`config.mk`:
```
export PLATFORM = sky130hd
export DESIGN_NAME = bcp_clock_prescale
export DESIGN_NICKNAME = d
export VERILOG_FILES = /design/src/bcp_pkg.sv /design/src/bcp_clock_prescale.sv
export SDC_FILE = /design/constraint.sdc
export NUM_CORES = 1
export LEC_CHECK = 0
export ABC_AREA = 1
export BUFFER_PORTS_ARGS = -buffer_cell sky130_fd_sc_hd__buf_2
export CAP_MARGIN = 10
export CORE_MARGIN = 2
export CORE_UTILIZATION = 24
export DETAILED_ROUTE_END_ITERATION = 12
export PLACE_DENSITY = 0.52
export SLEW_MARGIN = 20
export SYNTH_ARGS = -nofsm -noshare
export SYNTH_HDL_FRONTEND = slang
export SYNTH_SLANG_ARGS = --single-unit
```
`constraint.sdc`:
```
create_clock -name clk -period 1.1 [get_ports clk]
set_input_delay 0.11 -clock clk [delete_from_list [all_inputs] [get_ports clk]]
set_output_delay 0.11 -clock clk [all_outputs]
set_load 0.03 [all_outputs]
```
`src/bcp_pkg.sv`:
```
`default_nettype none
package bcp_pkg;
  // Register indices; byte address is four times the index
  localparam logic [5:0] BCP_IDX_BRIDGE_B_DIV  = 6'h0a;
  localparam logic [5:0] BCP_IDX_BRIDGE_C_DIV  = 6'h0b;
  localparam logic [5:0] BCP_IDX_STATUS        = 6'h0c;
  localparam logic [5:0] BCP_IDX_SYS_BUS_MASK  = 6'h14;
  localparam logic [5:0] BCP_IDX_BRIDGE_A_MASK = 6'h18;
  localparam logic [5:0] BCP_IDX_BRIDGE_B_MASK = 6'h1c;

  // Bus geometry
  localparam int unsigned BCP_ADR_W  = 8;
  localparam int unsigned BCP_IDX_LSB = 2;

  // Field widths; all fields start at bit 0 except the status divider fields
  localparam int unsigned BCP_DIV_W  = 3;
  localparam int unsigned BCP_SYS_W  = 7;
  localparam int unsigned BCP_APBA_W = 7;
  localparam int unsigned BCP_APBB_W = 6;
  localparam int unsigned BCP_CNT_W  = 7;

  // Reset values
  localparam logic [2:0] BCP_DIV_RST  = 3'h0;
  localparam logic [6:0] BCP_SYS_RST  = 7'h7f;
  localparam logic [6:0] BCP_APBA_RST = 7'h7f;
  localparam logic [5:0] BCP_APBB_RST = 6'h3f;

  // System-bus mask bit positions
  localparam int unsigned BCP_SYS_USB    = 6;
  localparam int unsigned BCP_SYS_DMA    = 5;
  localparam int unsigned BCP_SYS_FLASH  = 4;
  localparam int unsigned BCP_SYS_DEBUG  = 3;
  localparam int unsigned BCP_SYS_PORT2  = 2;
  localparam int unsigned BCP_SYS_PORT1  = 1;
  localparam int unsigned BCP_SYS_PORT0  = 0;

  // Status register field positions
  localparam int unsigned BCP_ST_PROT    = 0;
  localparam int unsigned BCP_ST_B_LSB   = 1;
  localparam int unsigned BCP_ST_C_LSB   = 4;

  // Divider domain numbers
  localparam int unsigned BCP_DOM_B = 0;
  localparam int unsigned BCP_DOM_C = 1;
endpackage : bcp_pkg
`default_nettype wire

```
`src/bcp_clock_prescale.sv`:
```
`timescale 1ns/10ps
`default_nettype none
module bcp_clock_prescale
  import bcp_pkg::*;
(
  input  wire logic                  clk,
  input  wire logic                  resetn,
  input  wire logic                  wb_cyc_i,
  input  wire logic                  wb_stb_i,
  input  wire logic                  wb_we_i,
  input  wire logic [BCP_ADR_W-1:0]  wb_adr_i,
  input  wire logic [3:0]            wb_sel_i,
  input  wire logic [31:0]           wb_dat_i,
  output var  logic [31:0]           wb_dat_o,
  output var  logic                  wb_ack_o,
  input  wire logic                  write_protect,
  output var  logic                  bridge_b_tick,
  output var  logic                  bridge_c_tick,
  output var  logic [BCP_SYS_W-1:0]  sys_bus_clk_en,
  output var  logic [BCP_APBA_W-1:0] bridge_a_clk_en,
  output var  logic [BCP_APBB_W-1:0] bridge_b_clk_en
);

  // Whole state of the block
  typedef struct packed {
    logic [BCP_DIV_W-1:0]            sel_b;
    logic [BCP_DIV_W-1:0]            sel_c;
    logic [BCP_SYS_W-1:0]            sys_mask;
    logic [BCP_APBA_W-1:0]           apba_mask;
    logic [BCP_APBB_W-1:0]           apbb_mask;
    logic [1:0][BCP_CNT_W-1:0]       cnt;
    logic [1:0][BCP_DIV_W-1:0]       act;
    logic [1:0]                      tick;
    logic [BCP_SYS_W-1:0]            sys_en;
    logic [BCP_APBA_W-1:0]           apba_en;
    logic [BCP_APBB_W-1:0]           apbb_en;
    logic                            ack;
    logic [31:0]                     dat;
  } bcp_state_t;

  bcp_state_t state_r;
  bcp_state_t state_nxt;

  // Terminal count mask for a ratio of two to the power of code
  function automatic logic [BCP_CNT_W-1:0] bcp_wrap_mask(input logic [BCP_DIV_W-1:0] code);
    logic [BCP_CNT_W:0] one_hot;
    one_hot = '0;
    one_hot[code] = 1'b1;
    bcp_wrap_mask = BCP_CNT_W'(one_hot - 1'b1);
  endfunction

  // Read-back image of a register; unused bits stay zero
  function automatic logic [31:0] bcp_read(input logic [5:0] idx, input bcp_state_t s, input logic prot);
    logic [31:0] w;
    w = 32'h0000_0000;
    unique case (idx)
      BCP_IDX_BRIDGE_B_DIV:  w[BCP_DIV_W-1:0] = s.sel_b;
      BCP_IDX_BRIDGE_C_DIV:  w[BCP_DIV_W-1:0] = s.sel_c;
      BCP_IDX_SYS_BUS_MASK:  w[BCP_SYS_W-1:0] = s.sys_mask;
      BCP_IDX_BRIDGE_A_MASK: w[BCP_APBA_W-1:0] = s.apba_mask;
      BCP_IDX_BRIDGE_B_MASK: w[BCP_APBB_W-1:0] = s.apbb_mask;
      BCP_IDX_STATUS: begin
        w[BCP_ST_PROT] = prot;
        w[BCP_ST_B_LSB +: BCP_DIV_W] = s.act[BCP_DOM_B];
        w[BCP_ST_C_LSB +: BCP_DIV_W] = s.act[BCP_DOM_C];
      end
      default: w = 32'h0000_0000;
    endcase
    bcp_read = w;
  endfunction

  logic                  req;
  logic [5:0]            idx;
  logic                  wr_ok;
  logic [BCP_DIV_W-1:0]  code_req;
  logic [BCP_CNT_W-1:0]  wrap;

  // Next-state logic: bus slave, prescalers and gates
  always_comb begin
    state_nxt = state_r;
    code_req  = BCP_DIV_RST;
    wrap      = '0;
    req       = wb_cyc_i & wb_stb_i & ~state_r.ack;
    idx       = wb_adr_i[BCP_ADR_W-1:BCP_IDX_LSB];
    // Only byte lane 0 holds live bits, so it alone enables a write
    wr_ok     = req & wb_we_i & wb_sel_i[0] & ~write_protect;

    // Single-cycle answer, dropped the cycle after
    state_nxt.ack = req;
    if (req) begin
      state_nxt.dat = bcp_read(idx, state_r, write_protect);
    end

    // Register writes keep only the implemented bits
    if (wr_ok) begin
      unique case (idx)
        BCP_IDX_BRIDGE_B_DIV:  state_nxt.sel_b = wb_dat_i[BCP_DIV_W-1:0];
        BCP_IDX_BRIDGE_C_DIV:  state_nxt.sel_c = wb_dat_i[BCP_DIV_W-1:0];
        BCP_IDX_SYS_BUS_MASK:  state_nxt.sys_mask = wb_dat_i[BCP_SYS_W-1:0];
        BCP_IDX_BRIDGE_A_MASK: state_nxt.apba_mask = wb_dat_i[BCP_APBA_W-1:0];
        BCP_IDX_BRIDGE_B_MASK: state_nxt.apbb_mask = wb_dat_i[BCP_APBB_W-1:0];
        default: state_nxt.sel_b = state_r.sel_b;
      endcase
    end

    // Prescalers; a new ratio is adopted only at the wrap, never mid-period
    for (int d = 0; d < 2; d++) begin
      code_req = (d == BCP_DOM_B) ? state_r.sel_b : state_r.sel_c;
      wrap     = bcp_wrap_mask(state_r.act[d]);
      if ((state_r.cnt[d] & wrap) == wrap) begin
        state_nxt.cnt[d]  = '0;
        state_nxt.tick[d] = 1'b1;
        state_nxt.act[d]  = code_req;
      end else begin
        state_nxt.cnt[d]  = BCP_CNT_W'(state_r.cnt[d] + 1'b1);
        state_nxt.tick[d] = 1'b0;
      end
    end

    // Gates: full-rate enables follow the masks as registered levels
    state_nxt.sys_en  = state_r.sys_mask;
    state_nxt.apba_en = state_r.apba_mask;
    // Bridge-B enables are whole tick pulses, so gating cannot slice a phase
    state_nxt.apbb_en = state_nxt.tick[BCP_DOM_B] ? state_r.apbb_mask : '0;
  end

  // State register
  always_ff @(posedge clk or negedge resetn) begin
    if (!resetn) begin
      state_r           <= '0;
      state_r.sel_b     <= BCP_DIV_RST;
      state_r.sel_c     <= BCP_DIV_RST;
      state_r.sys_mask  <= BCP_SYS_RST;
      state_r.apba_mask <= BCP_APBA_RST;
      state_r.apbb_mask <= BCP_APBB_RST;
      state_r.act       <= {BCP_DIV_RST, BCP_DIV_RST};
      state_r.sys_en    <= BCP_SYS_RST;
      state_r.apba_en   <= BCP_APBA_RST;
    end else begin
      state_r <= state_nxt;
    end
  end

  // Outputs straight from the state flops
  assign wb_ack_o        = state_r.ack;
  assign wb_dat_o        = state_r.dat;
  assign bridge_b_tick   = state_r.tick[BCP_DOM_B];
  assign bridge_c_tick   = state_r.tick[BCP_DOM_C];
  assign sys_bus_clk_en  = state_r.sys_en;
  assign bridge_a_clk_en = state_r.apba_en;
  assign bridge_b_clk_en = state_r.apbb_en;

endmodule // bcp_clock_prescale
`default_nettype wire

```
==> out/summary.log <==
[sta] RSZ-0062 raised after global routing true
[yosys] Area contributors post-synth dfrtp_1, dfstp_2, buf_4, nand2_1, nand3_1
[route] Routed met1 length 3.83 mm
[finish] Finished Layout Cells 669
[yosys] share of flip-flops with an asynchronous set or reset after synthesis 100%
[yosys] synthesized flop and latch total 76
[finish] fraction of layout cells with a size suffix above 1 53.0%
[pwr] Peak VDD IR 0.586 mV
[route] via/cell ratio 4.20
[sta] final number of hold-violating endpoints 0
[critical_path] Worst Setup End Kind register
[critical_path] FF-to-FF setup slack -0.14 ns
[placement] Placed Instances 639
[route] metal3 WL 355 um
[yosys] sequential area share after synthesis 51.9%
[clocking] clock-pin transition on the worst setup and hold timing paths 0.06 ns
[clocking] TritonCTS clock tree done
[placement] estimated wirelength of the detail-placed design 6.15 mm
[clocking] H-tree depth reported by CTS 3
[placement] # port buffers 49
[yosys] top-count cell post-synth nand2_1
[finish] nets 528
[sta] upper clock frequency limit 0.808 GHz
[floorplanning] Vert. Die Dim 129 um
[grt] global-route wire length before repair 13.8 mm
[yosys] share of the synthesized area in the top cell type 28.1%
[run_status] status complete, but fails checks
[route] routed length on met2 4.57 mm
[route] total detailed-routing wirelength 8.96 mm
[route] count of routing violations after the opening detailed-route iteration 186
[floorplanning] core region area 0.0152 mm^2
[route] top routing layer in use met5
[route] average wire length per cell after detail routing 13.4 um
[pwr] switching power 2.00 mW
[pwr] fraction of power consumed by combinational cells 13.5%
[yosys] Primary FF master, synth dfrtp_1
[placement] RePlAce Congestion 0.791
[floorplanning] row count 45
[run] max-cap violations 0
[grt] total congestion overflow after global routing 0
[critical_path] data arrival time of the critical path 1.51 ns
[pwr] fraction of power consumed by sequential logic 43.9%
[sta] Slew Viols, Final 0
[finish] layout-stage area growth over the synthesis result 36.2%
[route] number of detailed-routing iterations run before antenna repair 4
[worst_hold_path] worst hold-check path type in -> reg
[sta] worst clock skew 0.00677 ns
[pwr] Sw Share 29.6%
[pwr] internal portion of total power 4.76 mW
[finish] number of fill cells 1520
[yosys] per-instance average area after synthesis 9.22 um^2
[clocking] Sinks on Clock Net 76
[yosys] post-synthesis instance area 0.00374 mm^2
[critical_path] element type at the critical path start register
[grt] number of antenna violations at the first check in global routing 3
[floorplanning] ports placed on the boundary 105
[yosys] unique cell type count in the Yosys netlist 29
[yosys] top cell types by occurrence after synthesis nand2_1, buf_4, dfrtp_1
[yosys] biggest area consumer among synthesized cells dfrtp_1
[yosys] Gate Count Post-Synth 406
[critical_path] Setup CP Type reg -> reg
[route] residual antenna-violating net count after detailed routing 0
[sta] Worst Hold Margin 0.0656 ns
[clocking] clock buffer count from CTS 9
[sta] share of the clock period used by the worst path 113%
[pwr] total leakage power 2.33 nW
[floorplanning] horizontal extent of the die 129 um
[pwr] portion of total power attributed to the clock network 42.6%
[critical_path] largest fanout on the critical path 14
[finish] ANT cells 0
[finish] final instance area 0.00510 mm^2
[clocking] clock network latency to the later pin of the worst-skew pair 0.34 ns
[sta] minimum clock period 1.24 ns
[critical_path] required time at the endpoint of the critical path 1.37 ns
[yosys] Synth warnings 0
[grt] number of global-route vias before repair 2786
[clocking] buffer type at the clock tree root clkbuf_16
[sta] number of setup violations in the final report 69
[route] total vias in the final route 2809
[grt] Total GRT Usage 10.9%
[pwr] P per Cell Area 1330 mW/mm^2
[grt] pin count of the biggest net entering global routing 77
[placement] cell area reported after detailed placement 0.00413 mm^2
[run_status] failing checks negative setup slack
[sta] post-route worst setup slack -0.138 ns
[floorplanning] Die Footprint 0.0166 mm^2
[floorplanning] starting density of the core 24.6%
[clocking] clock tree buffer depth 2
[route] DRC violations left 0
[yosys] count of flip-flops with a built-in enable after synthesis 0
[pwr] sum of internal, switching and leakage power 6.76 mW
[worst max-delay path, stage by stage (launching register included)]
cell,delay [ns]
dfrtp_2,0.42
nor2_4,0.10
nand2_4,0.08
nor2_8,0.16
nand3_2,0.11
buf_12,0.17
o21ai_1,0.12
[placed cells by master (no fill, tap or decap), types with 2 or more instances in the layout]
cell type	count
o21ai_2	14
nand2_2	27
inv_8	2
inv_6	2
dfrtp_2	2
xnor2_2	3
clkinv_8	2
nor2_2	5
a21oi_1	4
inv_2	8
dfrtp_1	40
buf_6	18
nand2_8	2
dlygate4sd3_1	2
nand3_4	3
xnor2_1	2
nand3_1	19
clkinvlp_4	2
nor2_4	21
conb_1	25
buf_12	4
nand2_1	65
buf_4	31
nand2_4	6
inv_1	23
dfstp_2	34
nand3_2	11
nor2_1	16
clkbuf_16	9
xor2_2	4
clkinv_4	2
nor2_8	2
buf_2	35
nand4_1	6
o21ai_1	19
[path summary, 6_finish.rpt]
| check | end | depth (start not counted) | start |
|---|---|---|---|
| setup / recovery | state_nxt[47]$_DFFE_PN1P_ | 6 | wb_ack_o$_DFF_PN0_ |
| hold / removal | state_nxt[43]$_DFFE_PN1P_ | 3 | wb_dat_i[4] |
| setup reg to reg | state_nxt[47]$_DFFE_PN1P_ | 6 | wb_ack_o$_DFF_PN0_ |
| hold reg to reg | sys_bus_clk_en[1]$_DFF_PN1_ | 0 | state_nxt[47]$_DFFE_PN1P_ |
| max in group asynchronous | bridge_a_clk_en[0]$_DFF_PN1_ | 3 | resetn |
| min in group asynchronous | bridge_b_clk_en[3]$_DFF_PN0_ | 3 | resetn |
[per-stage QoR]
step	setup TNS (ns)	utilization, %	worst slack [ns]
after floorplan	-3.06	-	-0.139
after CTS	-4.87	31.3	-0.140
after detailed placement	-4.81	27.2	-0.176
after global placement	-3.86	27.2	-0.140
after global routing	-9.91	33.5	-0.211
final	-5.18	33.5	-0.138
[cell type report]
class / count / area, um^2 / share of cell area [%]
Clock buffer: 9 / 225 / 4.42
Clock inverter: 7 / 65.1 / 1.28
Inverter: 35 / 163 / 3.19
Multi-Input combinational cell: 264 / 1750 / 34.4
Sequential cell: 76 / 1950 / 38.2
Tap cell: 188 / 235 / 4.61
Timing Repair Buffer: 90 / 711 / 13.9
[sequential cells by signal (all words and copies together) (netlist names)]
name / flops
state_r: 29
state_nxt: 14
bridge_a_clk_en: 7
sys_bus_clk_en: 7
wb_dat_o: 7
bridge_b_clk_en: 6
code_req: 3
bridge_b_tick: 1
bridge_c_tick: 1
wb_ack_o: 1
[logic make-up after synthesis]
logic type               Yosys count  synth area share, %
adder cells (fa/ha/maj)            2                0.668
XOR/XNOR                           9                 2.11
other                              1                0.100
AO/OA/AOI/OAI                     42                 6.45
AND/OR/NAND/NOR                  185                 23.8
flip-flops                        76                 51.9
buffers and inverters             91                 15.0
[routing by layer]
layer  global-route usage (%)  up-vias
li1                         -     1359
met1                     13.3     1375
met2                     18.0       54
met3                     2.99       17
met4                     5.18        4
met5                        0        -
[power groups by stage]
| stage | clock, mW | sequential [mW] | combinational (mW) |
|---|---|---|---|
| after floorplan | 0 | 3.01 | 0.499 |
| after global placement | 0 | 3.00 | 0.676 |
| after detailed placement | 0 | 3.00 | 0.679 |
| after CTS | 2.95 | 2.95 | 0.782 |
| after global routing | 3.09 | 2.98 | 0.986 |
| final | 2.88 | 2.97 | 0.910 |
[what timing repair did]
| action | CTS | global route |
|---|---|---|
| endpoints found under the hold margin | 43 | 0 |
| pin swaps | 16 | 14 |
| gates cloned | 1 | 0 |
| setup buffers | 6 | 5 |
| gates resized for setup | 69 | 76 |
| hold buffers | 2 | 0 |
| setup endpoints to repair | 68 | 74 |
Note: power is estimated with default switching activity, not from simulation.
